$ cat src/verilog/fcm_params.svh
/*
 * Constants of the fan commutator: voltage codes, chop ramp timing,
 * stall supervisor timing and commutation dead band.
 * Assumes analog levels arrive as 12-bit millivolt codes and a 4 ns clock.
 */
`ifndef FCM_PARAMS_SVH
`define FCM_PARAMS_SVH

// ----------------------------------------------------------------------
// voltage codes, millivolts
// ----------------------------------------------------------------------
`define FCM_MV_W            12
`define FCM_VTHL_MV         12'h3e8
`define FCM_VTHH_MV         12'hbb8
`define FCM_REF_MV          12'hbb8
`define FCM_SPAN_MV         2000

// ----------------------------------------------------------------------
// clock and chop ramp (times in ns, capacitance in pF, currents in nA)
// ----------------------------------------------------------------------
`define FCM_CLK_NS          4
`define FCM_CHOP_CAP_PF     100
`define FCM_CAP_OFS_PF      15
`define FCM_CHOP_CHG_NA     7600
`define FCM_CHOP_DIS_NA     80000
`define FCM_CHOP_RISE_NS    ((`FCM_SPAN_MV * (`FCM_CHOP_CAP_PF + `FCM_CAP_OFS_PF) * 1000) / `FCM_CHOP_CHG_NA)
`define FCM_CHOP_FALL_NS    ((`FCM_SPAN_MV * (`FCM_CHOP_CAP_PF + `FCM_CAP_OFS_PF) * 1000) / `FCM_CHOP_DIS_NA)
`define FCM_CHOP_RISE_CYC   (`FCM_CHOP_RISE_NS / `FCM_CLK_NS)
`define FCM_CHOP_FALL_CYC   (`FCM_CHOP_FALL_NS / `FCM_CLK_NS)

// ----------------------------------------------------------------------
// stall supervisor
// ----------------------------------------------------------------------
`define FCM_STALL_CAP_PF    1000
`define FCM_LCK_CHG_NA      3000
`define FCM_RESTART_ON_NS   ((`FCM_SPAN_MV * `FCM_STALL_CAP_PF * 1000) / `FCM_LCK_CHG_NA)
`define FCM_RESTART_ON_CYC  (`FCM_RESTART_ON_NS / `FCM_CLK_NS)
`define FCM_STALL_DET_CYC   (`FCM_RESTART_ON_NS / `FCM_CLK_NS)
`define FCM_OFF_RATIO       12
`define FCM_CNT_W           24

// ----------------------------------------------------------------------
// dead band at commutation, least time rounds up
// ----------------------------------------------------------------------
`define FCM_DEAD_NS         32
`define FCM_DEAD_CYC        ((`FCM_DEAD_NS + `FCM_CLK_NS - 1) / `FCM_CLK_NS)

`endif

$ cat src/verilog/fcm_pkg.sv
/*
 * Types of the fan commutator.
 * Assumes fcm_params.svh is on the include path.
 */
`include "fcm_params.svh"

package fcm_pkg;
    typedef logic [`FCM_MV_W-1:0] fcm_mv_t;

    // stall supervisor states, one-hot
    typedef enum logic [2:0] {
        fcm_run     = 3'h1,
        fcm_pause   = 3'h2,
        fcm_attempt = 3'h4
    } fcm_stall_e;

    // the four bridge drives, active high = transistor on
    typedef struct packed {
        logic a_hi;
        logic a_lo;
        logic b_hi;
        logic b_lo;
    } fcm_bridge_s;
endpackage
$ cat src/verilog/fcm_chop.sv
/*
 * Chop generator: triangle ramp between the two thresholds, compared
 * against the effective speed level to give the low-side chop enable.
 * Assumes a level already clamped by the caller, in millivolts.
 */
`timescale 1ns/10ps
`include "fcm_params.svh"

module fcm_chop #(
    parameter int RISE_CYC = `FCM_CHOP_RISE_CYC,
    parameter int FALL_CYC = `FCM_CHOP_FALL_CYC
) (
    input  wire logic           i_mclk,
    input  wire logic           i_reset,
    input  wire fcm_pkg::fcm_mv_t i_level,
    output logic                o_chop_on
);
    import fcm_pkg::*;

    logic [15:0] cnt;
    logic [15:0] next_cnt;
    logic        rising;
    logic        next_rising;
    logic        next_chop_on;

    // ramp above level, in time terms to avoid a divider per cycle
    function automatic logic ramp_above(input int pos, input int len, input fcm_mv_t lvl);
        int excess;
        excess = int'(lvl) - int'(`FCM_VTHL_MV);
        return (pos * `FCM_SPAN_MV) > (excess * len);
    endfunction

    // ----------------------------------------------------------------------
    // ramp and compare
    // ----------------------------------------------------------------------
    // period is rise plus fall phase
    always_comb begin
        next_cnt    = cnt + 16'h0001;
        next_rising = rising;
        if (rising && cnt == 16'(RISE_CYC - 1)) begin
            next_cnt    = 16'h0000;
            next_rising = 1'b0;
        end else if (!rising && cnt == 16'(FALL_CYC - 1)) begin
            next_cnt    = 16'h0000;
            next_rising = 1'b1;
        end
        if (i_level <= `FCM_VTHL_MV) begin
            next_chop_on = 1'b1;
        end else if (i_level >= `FCM_VTHH_MV) begin
            next_chop_on = 1'b0;
        end else if (rising) begin
            next_chop_on = ramp_above(int'(cnt), RISE_CYC, i_level);
        end else begin
            next_chop_on = ramp_above(FALL_CYC - int'(cnt), FALL_CYC, i_level);
        end
    end

    always_ff @(posedge i_mclk) begin
        if (i_reset) begin
            cnt       <= 16'h0000;
            rising    <= 1'b1;
            o_chop_on <= 1'b0;
        end else begin
            cnt       <= next_cnt;
            rising    <= next_rising;
            o_chop_on <= next_chop_on;
        end
    end
endmodule

$ cat src/verilog/fcm_fan_commutator.sv
/*
 * Single-phase fan commutator: Hall-selected bridge leg, low-side chop,
 * minimum-speed clamp, locked-rotor supervisor with restart, tach output.
 * Assumes all inputs synchronous to i_mclk and analog levels as mV codes.
 */
// Function
// hall positive above negative selects leg B
// speed 3V zero drive, 1V full
// speed above 3V turns chop off
// speed at ground gives continuous drive
// speed clamped to floor unless floor=reference
// chop rate set by ramp capacitor
// chop period is rise plus fall
// no rotation for detect time: flag, outputs off
// pause, then drive again for attempt time
// pause/attempt repeats until rotation returns
// stall flag open drain, high when stopped
// tach is open-drain copy of hall
// active leg low side carries chop
// inactive leg low side held low
// high sides follow commutation, never chop
// attempt to pause ratio one to twelve
// every hall edge restarts stall timer
// never both sides of one leg on
`timescale 1ns/10ps
`include "fcm_params.svh"

module fcm_fan_commutator #(
    parameter int LOCK_CYC = `FCM_STALL_DET_CYC,
    parameter int ON_CYC   = `FCM_RESTART_ON_CYC,
    parameter int RISE_CYC = `FCM_CHOP_RISE_CYC
) (
    input  wire logic             i_mclk,
    input  wire logic             i_reset,
    input  wire logic             i_hall_pos_above_neg,
    input  wire fcm_pkg::fcm_mv_t i_speed_cmd_in,
    input  wire fcm_pkg::fcm_mv_t i_floor_speed_setting,
    input  wire logic             i_tach_out,
    input  wire logic             i_stall_flag,
    output fcm_pkg::fcm_mv_t      o_reference_level_out,
    output logic                  o_leg_a_low_drive,
    output logic                  o_leg_b_low_drive,
    output logic                  o_leg_a_high_drive,
    output logic                  o_leg_b_high_drive,
    output logic                  o_tach_out,
    output logic                  o_tach_out_oe,
    output logic                  o_stall_flag,
    output logic                  o_stall_flag_oe
);
    import fcm_pkg::*;

    localparam int OFF_CYC = `FCM_OFF_RATIO * ON_CYC;

    logic                  hall_q;
    logic                  hall_edge;
    logic [3:0]            dead_cnt;
    logic [3:0]            next_dead_cnt;
    fcm_stall_e            state;
    fcm_stall_e            next_state;
    logic [`FCM_CNT_W-1:0] cnt;
    logic [`FCM_CNT_W-1:0] next_cnt;
    fcm_bridge_s           bridge;
    fcm_bridge_s           next_bridge;
    logic                  next_tach_oe;
    logic                  next_stall_oe;
    fcm_mv_t               eff_level;
    logic                  chop_on;

    // the pin inputs only mirror our own pull-downs; nothing depends on them
    assign o_reference_level_out = `FCM_REF_MV;
    assign o_tach_out            = 1'b0;
    assign o_stall_flag          = 1'b0;
    assign o_leg_a_high_drive    = bridge.a_hi;
    assign o_leg_a_low_drive     = bridge.a_lo;
    assign o_leg_b_high_drive    = bridge.b_hi;
    assign o_leg_b_low_drive     = bridge.b_lo;

    // ----------------------------------------------------------------------
    // speed level and chop
    // ----------------------------------------------------------------------
    // floor at reference means no minimum speed
    always_comb begin
        eff_level = i_speed_cmd_in;
        if (i_floor_speed_setting < `FCM_REF_MV && i_speed_cmd_in > i_floor_speed_setting) begin
            eff_level = i_floor_speed_setting;
        end
    end

    fcm_chop #(
        .RISE_CYC (RISE_CYC),
        .FALL_CYC (`FCM_CHOP_FALL_CYC)
    ) u_chop (
        .i_mclk    (i_mclk),
        .i_reset   (i_reset),
        .i_level   (eff_level),
        .o_chop_on (chop_on)
    );

    // ----------------------------------------------------------------------
    // commutation tracking and dead band
    // ----------------------------------------------------------------------
    assign hall_edge = i_hall_pos_above_neg ^ hall_q;

    // dead band keeps old and new leg from overlapping at a hall change
    always_comb begin
        next_dead_cnt = dead_cnt;
        if (hall_edge) begin
            next_dead_cnt = 4'(`FCM_DEAD_CYC);
        end else if (dead_cnt != 4'h0) begin
            next_dead_cnt = dead_cnt - 4'h1;
        end
        next_tach_oe = !i_hall_pos_above_neg;
    end

    always_ff @(posedge i_mclk) begin
        if (i_reset) begin
            hall_q        <= 1'b0;
            dead_cnt      <= 4'h0;
            o_tach_out_oe <= 1'b0;
        end else begin
            hall_q        <= i_hall_pos_above_neg;
            dead_cnt      <= next_dead_cnt;
            o_tach_out_oe <= next_tach_oe;
        end
    end

    // ----------------------------------------------------------------------
    // locked-rotor supervisor
    // ----------------------------------------------------------------------
    // any hall edge means the rotor turns, from whatever state
    always_comb begin
        next_state = state;
        next_cnt   = cnt + `FCM_CNT_W'(1);
        case (state)
            fcm_run: begin
                if (hall_edge) begin
                    next_cnt = '0;
                end else if (cnt == `FCM_CNT_W'(LOCK_CYC - 1)) begin
                    next_state = fcm_pause;
                    next_cnt   = '0;
                end
            end
            fcm_pause: begin
                if (hall_edge) begin
                    next_state = fcm_run;
                    next_cnt   = '0;
                end else if (cnt == `FCM_CNT_W'(OFF_CYC - 1)) begin
                    next_state = fcm_attempt;
                    next_cnt   = '0;
                end
            end
            fcm_attempt: begin
                if (hall_edge) begin
                    next_state = fcm_run;
                    next_cnt   = '0;
                end else if (cnt == `FCM_CNT_W'(ON_CYC - 1)) begin
                    next_state = fcm_pause;
                    next_cnt   = '0;
                end
            end
            default: begin
                next_state = fcm_run;
                next_cnt   = '0;
            end
        endcase
        next_stall_oe = (next_state == fcm_run);
    end

    always_ff @(posedge i_mclk) begin
        if (i_reset) begin
            state           <= fcm_run;
            cnt             <= '0;
            o_stall_flag_oe <= 1'b1;
        end else begin
            state           <= next_state;
            cnt             <= next_cnt;
            o_stall_flag_oe <= next_stall_oe;
        end
    end

    // ----------------------------------------------------------------------
    // bridge drive
    // ----------------------------------------------------------------------
    // opposite high side conducts with the chopped low side, diagonal pair
    always_comb begin
        next_bridge = '0;
        if (dead_cnt == 4'h0 && state != fcm_pause) begin
            if (hall_q) begin
                next_bridge.a_hi = 1'b1;
                next_bridge.b_lo = chop_on;
            end else begin
                next_bridge.b_hi = 1'b1;
                next_bridge.a_lo = chop_on;
            end
        end
    end

    always_ff @(posedge i_mclk) begin
        if (i_reset) begin
            bridge <= '0;
        end else begin
            bridge <= next_bridge;
        end
    end
endmodule

$ cat config.mk
export PLATFORM = sky130hd
export DESIGN_NAME = fcm_fan_commutator
export DESIGN_NICKNAME = d
export VERILOG_FILES = /design/src/verilog/fcm_pkg.sv /design/src/verilog/fcm_chop.sv /design/src/verilog/fcm_fan_commutator.sv
export VERILOG_INCLUDE_DIRS = /design/src /design/src/verilog
export SDC_FILE = /design/constraint.sdc
export NUM_CORES = 1
export LEC_CHECK = 0
export BUFFER_PORTS_ARGS = -buffer_cell sky130_fd_sc_hd__buf_2
export CELL_PAD_IN_SITES_DETAIL_PLACEMENT = 0
export CELL_PAD_IN_SITES_GLOBAL_PLACEMENT = 1
export CORE_UTILIZATION = 28
export CTS_BUF_LIST = sky130_fd_sc_hd__clkbuf_2 sky130_fd_sc_hd__clkbuf_4 sky130_fd_sc_hd__clkbuf_8
export DETAILED_ROUTE_END_ITERATION = 10
export PLACE_DENSITY_LB_ADDON = 0.08
export SYNTH_ARGS = -nofsm -noshare
export SYNTH_HDL_FRONTEND = slang
export SYNTH_SLANG_ARGS = --single-unit
$ cat constraint.sdc
create_clock -name i_mclk -period 13.1 [get_ports i_mclk]
set_input_delay 3.275 -clock i_mclk [delete_from_list [all_inputs] [get_ports i_mclk]]
set_output_delay 3.275 -clock i_mclk [all_outputs]
set_load 0.05 [all_outputs]
==> reports/results.tsv, run 1 <==
stage	metric	value	unit
run_status	outcome	finished, final reports clean	
grt	grt_max_degree	25	
clock_network	cts_tree	done	
sta	fmax	0.0801	GHz
logic_synthesis	synthCells	1781	
logic_synthesis	yosysUniqueCellTypes	65	
logic_synthesis	synth-async-reset-ratio	0	%
floorplan	start_util	28.3	%
clock_network	cts_hold_buf	0	
drt	ant_nets	0	
logic_synthesis	synth_area_per_cell	9.14	µm²
logic_synthesis	ys_seq_area_share	6.88	%
logic_synthesis	yosysMostFrequentCell	ha_1	
clock_network	clk_pin_slew	0.12	ns
critical_path	worst_path_most_repeated_cell	nand2_1	
clock_network	cts.sinks	56	
clock_network	cts_made_buffers	5	
flow_run	cap_viol_max_count	0	
logic_synthesis	synth_ff_type	dfxtp_1	
sta	slew_viol_final	0	
critical_path	path_class	input pin to flop	
critical_path	crit_fanout	12	
critical_path	required	13.40	ns
sta	setup_slack	0.612	ns
logic_synthesis	synth_area_leader_cell	ha_1	
placement	place_congestion	0.829	
sta	fin_crit_sh	95.3	%
finish	syn2layout_area_growth	9.56	%
drt	vias_per_cell	4.47	
placement	portBuffers	32	
floorplan	die_w	243	µm
clock_network	cts_buffer_depth	2	
clock_network	clockRootBuffer	clkbuf_8	
clock_network	htree_levels	2	
drt	num_vias	11694	
logic_synthesis	synth-seq-cells	56	
sta	finalHoldViolCount	0	
floorplan	num_rows	88	
sta	slew_headroom	41.8	%
worst_hold_path	hold_path.class	flop to flop	
clock_network	insertion_delay	0.35	ns
logic_synthesis	synthTopCellsByArea	ha_1 28%, fa_1 27%, inv_1 7.7%	
critical_path	r2r_setup_slack	3.74	ns
placement	dp.final_hpwl	37.7	mm
grt	antenna_found_initial	0	
finish	diodes	0	
finish	design_area	17800	µm²
drt	wl_per_cell	16.2	µm
floorplan	dieArea	59100	µm²
floorplan	die_h	243	µm
critical_path	worst_setup_path_end_kind	flop	
critical_path	cp-start-kind	input pin	
finish	layoutNonFillerInstCount	2616	
critical_path	cpMaxStageDelayCell	fa_1	
logic_synthesis	synthesis.area	16300	µm²
grt	grt_pass1_vias	12589	
logic_synthesis	synth_edf_count	0	
finish	fill_cells	6056	
grt	grtUsageTotal	14.9	%
sta	finalCriticalPeriod	12.49	ns
drt	drtPass1Iterations	5	
logic_synthesis	synth_top_area_share	27.7	%
placement	dp_slack	-0.162	ns
sta	setup_viol	0	
floorplan	core	57600	µm²
drt	drt_iter0_drc	392	
sta	worst_pin_slew	0.867	ns
sta	clock_skew	0.0182	ns
drt	drc	0	
placement	place_area	17600	µm²
grt	grt_pass1_wl	69.7	mm
floorplan	ioPinCount	49	
drt	postRouteWirelength	42.4	mm
grt	grt_remaining_overflow	0	
finish	drive_gt1_share	6.70	%
finish	finalNetCount	2457	
critical_path	max_stage_delay	0.52	ns
critical_path	arrival	12.79	ns
logic_synthesis	synth-warning-count	0	
logic_synthesis	synth_top_cells_by_count	361 x ha_1, 333 x inv_1, 217 x fa_1	
placement	dpl.cell_count	2605	
==> cells by family after synthesis <==
group	share of synthesized area (%)
other cells	0.0461
buf+inv	8.64
flops	6.88
simple gates	12.4
compound gates	9.04
xor+xnor	7.58
fa+ha+maj	54.4
mux	1.01
==> worst max-delay path: cells and delay by family <==
kind / cells / cell delay [ns]
AOI/OAI and AO/OA: 8 / 2.18
xor gates and xnor gates: 1 / 0.34
adders and majority gates: 9 / 3.40
buffers and inverters: 7 / 0.77
muxes: 1 / 0.39
and+or+nand+nor: 16 / 2.38
==> registers in the layout (all words and copies together) (netlist names) <==
| name | count |
|---|---|
| cnt | 24 |
| u_chop.cnt | 16 |
| dead_cnt | 4 |
| state | 3 |
| hall_q | 1 |
| o_leg_a_high_drive | 1 |
| o_leg_a_low_drive | 1 |
| o_leg_b_high_drive | 1 |
| o_leg_b_low_drive | 1 |
| o_stall_flag_oe | 1 |
| o_tach_out_oe | 1 |
| u_chop.o_chop_on | 1 |
| u_chop.rising | 1 |
==> stage by stage <==
| step | TNS [ns] | hold slack (ns) | utilization (%) |
|---|---|---|---|
| global route | -0.0619 | 0.501 | 31.0 |
| floorplan | 0 | 0.421 | - |
| finish | 0 | 0.485 | 31.0 |
| CTS | 0 | 0.488 | 30.8 |
| detailed placement | -0.162 | 0.457 | 30.6 |
| global placement | -0.214 | 0.449 | 30.6 |
==> final cells by class <==
class / instances / area [µm²] / area share (%)
clock inverters: 3 / 27.5 / 0.154
flip-flops and latches: 56 / 1120 / 6.28
well taps: 765 / 957 / 5.37
multi-input cells: 1378 / 13900 / 78.0
repair buffers: 75 / 499 / 2.80
clock buffers: 5 / 68.8 / 0.386
inverters: 334 / 1250 / 7.03
==> layer usage <==
metal | wire length, µm | vias up | part of all wire (%) | global-route usage, %
li1 | - | 6002 | - | -
met1 | 22100 | 5612 | 52 | 21.9
met2 | 19300 | 60 | 46 | 24.4
met3 | 559 | 20 | 1.3 | 0.918
met4 | 388 | 0 | 0.92 | 1.87
met5 | 0 | - | 0 | 0
==> cell usage in the layout, fill, tap and decap left out, drive strengths merged, types with 5 or more instances in the layout <==
cell     count
and3        22
and2         8
o21ai       35
xnor2       88
and4         8
nor3        31
xor2        53
a21o        24
clkbuf       5
nand3       33
o21a        16
a2111oi      7
nor4         8
o211ai      10
nor2b       15
dfxtp       56
ha         361
nand2       85
fa         217
a31oi       10
mux2i       12
inv        335
buf         75
nor4b        6
or2         11
o31ai        7
or3          7
nand4       23
o21bai       7
a211oi       9
conb        15
nand2b      11
nor2       119
a21oi       71
==> worst paths after layout <==
check,endpoint,start,cells past startpoint
worst max-delay path,u_chop.o_chop_on$_SDFF_PP0_,i_floor_speed_setting[10],42
worst min register to register,cnt[0]$_SDFF_PP0_,cnt[0]$_SDFF_PP0_,1
worst max register to register,u_chop.o_chop_on$_SDFF_PP0_,u_chop.cnt[2]$_SDFF_PP0_,33
worst min-delay path,cnt[0]$_SDFF_PP0_,cnt[0]$_SDFF_PP0_,1
==> what timing repair did <==
item | in CTS | in global routing
gates resized for setup | 0 | 21
endpoints found under the setup margin | 0 | 1
setup buffers | 0 | 3
Power of run 1 is not shown: default switching activity piles up to over one toggle a cycle in this logic, so the estimate is an artifact.
==> inputs of run 2 (changes only) <==
--- a/config.mk
+++ b/config.mk
@@ -7,8 +7,6 @@
 export NUM_CORES = 1
 export LEC_CHECK = 0
 export BUFFER_PORTS_ARGS = -buffer_cell sky130_fd_sc_hd__buf_2
-export CELL_PAD_IN_SITES_DETAIL_PLACEMENT = 0
-export CELL_PAD_IN_SITES_GLOBAL_PLACEMENT = 1
 export CORE_UTILIZATION = 28
 export CTS_BUF_LIST = sky130_fd_sc_hd__clkbuf_2 sky130_fd_sc_hd__clkbuf_4 sky130_fd_sc_hd__clkbuf_8
 export DETAILED_ROUTE_END_ITERATION = 10
==> reports/results.tsv, run 2 (synthesized netlist as in run 1, its figures left out) <==
stage	metric	value	unit
drt	postRouteWirelength	41.7	mm
finish	syn2layout_area_growth	8.86	%
drt	drt_iter0_drc	466	
critical_path	arrival	12.79	ns
sta	fin_crit_sh	95.6	%
critical_path	max_stage_delay	0.57	ns
sta	finalSetupTns	0	ns
placement	dp.final_hpwl	37.3	mm
finish	fill_cells	6126	
flow_run	cap_viol_max_count	0	
grt	antenna_found_initial	0	
placement	place_congestion	0.815	
drt	num_vias	11808	
critical_path	worst_path_most_repeated_cell	inv_1	
clock_network	cts_buffer_depth	2	
clock_network	post_cts_buffers	0	
clock_network	cts_resized	0	
placement	dpl.cell_count	2606	
sta	worst_pin_slew	0.821	ns
finish	regMostFlops	cnt	
sta	slew_headroom	44.9	%
finish	largest_reg_flops	24	
placement	portBuffers	32	
sta	setup_viol	0	
critical_path	worst_setup_path_end_kind	flop	
clock_network	htree_levels	2	
clock_network	cts_hold_buf	0	
floorplan	ioPinCount	49	
floorplan	num_rows	88	
sta	finalHoldViolCount	0	
clock_network	cts_made_buffers	5	
critical_path	cp-start-kind	input pin	
sta	rsz0062_at_grt	no	
sta	clock_skew	0.0255	ns
drt	ant_nets	0	
drt	drc	0	
floorplan	core	57600	µm²
critical_path	required	13.37	ns
clock_network	clockRootBuffer	clkbuf_8	
finish	layout_commonest_cell	ha_1	
drt	vias_per_cell	4.52	
grt	grt_remaining_overflow	0	
grt	grt_pass1_vias	12470	
clock_network	clk_pin_slew	0.14	ns
finish	most-common-layout-cells	361 x ha_1, 333 x inv_1, 217 x fa_1	
sta	fmax	0.0798	GHz
drt	wl_per_cell	16.0	µm
finish	drive_gt1_share	5.73	%
grt	grt_max_degree	25	
sta	finalCriticalPeriod	12.52	ns
floorplan	die_h	243	µm
critical_path	path_class	input pin to flop	
floorplan	start_util	28.3	%
finish	diodes	0	
clock_network	cts_tree	done	
worst_hold_path	hold_path.class	flop to flop	
drt	drtPass1Iterations	5	
grt	grtUsageTotal	14.6	%
floorplan	die_w	243	µm
critical_path	cpMaxStageDelayCell	fa_1	
finish	finalNetCount	2455	
finish	layoutNonFillerInstCount	2614	
clock_network	insertion_delay	0.35	ns
finish	top_regs	cnt: 24 flops, u_chop.cnt: 16 flops, dead_cnt: 4 flops	
critical_path	cp.buffers_inverters	10	
grt	grt_pass1_wl	68.2	mm
sta	slew_viol_final	0	
critical_path	crit_fanout	6	
floorplan	dieArea	59100	µm²
critical_path	critPathTopFamily	adder cells	
run_status	outcome	finished, final reports clean	
clock_network	cts.sinks	56	
## run 2: cell count changes in the layout (fill, tap and decap cells not counted), moves of 2 or more
cell	before	now
mux2i_1	10	12
and3_1	20	22
mux2i_2	2	0
o31ai_1	5	7
and3_2	2	0
ha_2	2	0
inv_6	0	2
ha_1	358	361
o31ai_2	2	0
## run 2: worst register-to-register path, delay by kind of cell, from the launching register on
kind                     cells  cell delay, ns
buffers and inverters        2            0.31
flip-flops                   1            0.59
AND/OR/NAND/NOR             12            1.60
AO/OA/AOI/OAI               11            3.04
XOR/XNOR                     1            0.54
adder cells (fa/ha/maj)      7            3.11
## run 2: per-stage QoR
stage                     cell area, µm²  setup slack (ns)  hold WS [ns]  util (%)
after CTS                          17700             0.472         0.506      30.8
after floorplan                    16300             0.139         0.421         -
after global placement             17600             0.135         0.446      30.6
after detailed placement           17600             0.126         0.477      30.6
after global routing               17700            0.0110         0.549      30.8
final                              17700             0.576         0.497      30.8
## run 2: final timing paths
check                                               start                           to  slack [ns]  depth (start not counted)
worst max register to register   u_chop.cnt[2]$_SDFF_PP0_  u_chop.o_chop_on$_SDFF_PP0_        3.86                         33
worst max-delay path            i_floor_speed_setting[10]  u_chop.o_chop_on$_SDFF_PP0_        0.58                         44
worst min-delay path                    cnt[0]$_SDFF_PP0_            cnt[0]$_SDFF_PP0_        0.50                          1
worst min register to register          cnt[0]$_SDFF_PP0_            cnt[0]$_SDFF_PP0_        0.50                          1
## run 2: cell type report
cell class	count	area (µm²)	area share, %
clock buffers	5	68.8	0.388
well taps	765	957	5.40
clock inverters	3	28.8	0.162
repair buffers	73	468	2.64
multi-input cells	1378	13800	78.0
inverters	334	1250	7.07
flip-flops and latches	56	1120	6.32
## run 2: layer usage
layer | share of wire, % | vias to the layer above | GRT usage, %
met5 | 0 | - | 0
met4 | 1.5 | 0 | 2.46
met3 | 1.6 | 26 | 1.28
met2 | 45 | 74 | 23.6
met1 | 52 | 5705 | 21.1
li1 | - | 6003 | -
Power of run 2 is left out for the same reason.
==> inputs of run 3 (changes only) <==
==> constraint.sdc (replaced) <==
create_clock -name i_mclk -period 14.45 [get_ports i_mclk]
set_input_delay 3.6125 -clock i_mclk [delete_from_list [all_inputs] [get_ports i_mclk]]
set_output_delay 3.6125 -clock i_mclk [all_outputs]
set_load 0.05 [all_outputs]
==> reports/results.tsv, run 3 (synthesized netlist as in run 1, its figures left out) <==
stage	metric	value	unit
drt	drc	0	
finish	drive_gt1_share	4.54	%
finish	fill_cells	6121	
clock_network	cts_buffer_depth	2	
worst_hold_path	worstHoldStart	cnt[0]$_SDFF_PP0_	
clock_network	insertion_delay	0.35	ns
finish	diodes	0	
finish	fin_util	30.5	%
clock_network	cts.sinks	56	
critical_path	worstReg2RegEnd	u_chop.o_chop_on$_SDFF_PP0_	
finish	largest_reg_flops	24	
finish	regMostFlops	cnt	
sta	slew_headroom	49.3	%
sta	finalCriticalPeriod	13.59	ns
placement	place_area	17400	µm²
sta	clock_skew	0.0197	ns
drt	num_vias	11762	
sta	fmax	0.0736	GHz
sta	rsz0062_at_grt	no	
floorplan	die_h	243	µm
finish	top_regs	cnt: 24 flops, u_chop.cnt: 16 flops, dead_cnt: 4 flops	
sta	fin_crit_sh	94.0	%
critical_path	max_stage_delay	0.56	ns
flow_run	cap_viol_max_count	0	
clock_network	htree_levels	2	
critical_path	cpMaxStageDelayCell	fa_1	
floorplan	core	57600	µm²
critical_path	cp-start-kind	input pin	
placement	portBuffers	32	
grt	grtUsageTotal	14.7	%
critical_path	cp.buffers_inverters	9	
critical_path	path_class	input pin to flop	
critical_path	crit_fanout	8	
clock_network	clk_pin_slew	0.13	ns
sta	finalHoldViolCount	0	
grt	grt_remaining_overflow	0	
floorplan	die_w	243	µm
floorplan	num_rows	88	
drt	drtPass1Iterations	7	
finish	most-common-layout-cells	361 x ha_1, 333 x inv_1, 217 x fa_1	
grt	antenna_found_initial	0	
placement	place_congestion	0.798	
worst_hold_path	hold_path.class	flop to flop	
sta	hold-worst-slack	0.481	ns
critical_path	required	14.70	ns
clock_network	post_cts_buffers	0	
sta	worst_pin_slew	0.756	ns
clock_network	cts_resized	0	
clock_network	clockRootBuffer	clkbuf_8	
clock_network	cts_tree	done	
floorplan	ioPinCount	49	
critical_path	r2r_setup_slack	5.27	ns
drt	postRouteWirelength	41.9	mm
floorplan	dieArea	59100	µm²
run_status	outcome	finished, final reports clean	
drt	wl_per_cell	16.2	µm
clock_network	cts_hold_buf	0	
sta	slew_viol_final	0	
critical_path	critPathTopFamily	adder cells	
drt	ant_nets	0	
floorplan	start_util	28.3	%
worst_hold_path	hold_depth	1	
placement	dp.final_hpwl	37.3	mm
drt	vias_per_cell	4.54	
critical_path	arrival	13.84	ns
sta	finalSetupTns	0	ns
grt	grt_pass1_vias	12641	
finish	layout_commonest_cell	ha_1	
finish	finalNetCount	2433	
critical_path	rr_worst_depth	33	
finish	design_area	17500	µm²
drt	drt_iter0_drc	441	
worst_hold_path	min_to	cnt[0]$_SDFF_PP0_	
critical_path	r2r_start	u_chop.cnt[2]$_SDFF_PP0_	
clock_network	cts_made_buffers	5	
finish	syn2layout_area_growth	7.76	%
critical_path	worst_setup_path_end_kind	flop	
grt	grt_pass1_wl	69.2	mm
grt	grt_max_degree	25	
sta	setup_viol	0	
==> run 3: changes by cell type in the layout (fill, tap and decap cells not counted), sizes merged <==
| cell | delta |
|---|---|
| buf | -22 |
==> run 3: final cells by class <==
cell class	count	area (µm²)	share of cell area, %
Inverter	334	1250	7.14
Timing Repair Buffer	51	303	1.73
Clock buffer	5	68.8	0.392
Multi-Input combinational cell	1378	13800	78.7
Sequential cell	56	1120	6.39
Tap cell	765	957	5.45
Clock inverter	3	28.8	0.164
==> run 3: stage by stage <==
step / setup WS (ns) / std cells
after global placement: 0.440 / 2584
after floorplan: 1.15 / 1794
final: 0.865 / 2592
after CTS: 0.837 / 2592
after global routing: 0.178 / 2592
after detailed placement: 0.508 / 2584
==> run 3: metal layers <==
| layer | vias to the layer above | part of all wire, % | track usage [%] |
|---|---|---|---|
| met5 | - | 0 | 0 |
| li1 | 5965 | - | - |
| met3 | 23 | 1.8 | 1.18 |
| met4 | 0 | 1.5 | 2.55 |
| met2 | 95 | 45 | 23.6 |
| met1 | 5679 | 52 | 21.7 |
==> run 3: how the worst max path moves through the flow <==
stage                                    from                           to  slack (ns)  depth (start not counted)
detailed placement  i_floor_speed_setting[10]  u_chop.o_chop_on$_SDFF_PP0_        0.51                         41
CTS                 i_floor_speed_setting[10]  u_chop.o_chop_on$_SDFF_PP0_        0.84                         42
floorplan           i_floor_speed_setting[10]  u_chop.o_chop_on$_SDFF_PP0_        1.15                         40
global placement    i_floor_speed_setting[10]  u_chop.o_chop_on$_SDFF_PP0_        0.44                         42
global route        i_floor_speed_setting[10]  u_chop.o_chop_on$_SDFF_PP0_        0.18                         42
finish              i_floor_speed_setting[10]  u_chop.o_chop_on$_SDFF_PP0_        0.86                         42
==> run 3: worst reg2reg max path, delay by kind of cell (launching register included) <==
family | cells | cell delay [ns]
AO/OA/AOI/OAI | 11 | 3.12
XOR/XNOR | 1 | 0.45
adder cells (fa/ha/maj) | 7 | 3.07
buffers and inverters | 2 | 0.29
flip-flops | 1 | 0.60
AND/OR/NAND/NOR | 12 | 1.62
Power of run 3 is left out for the same reason.
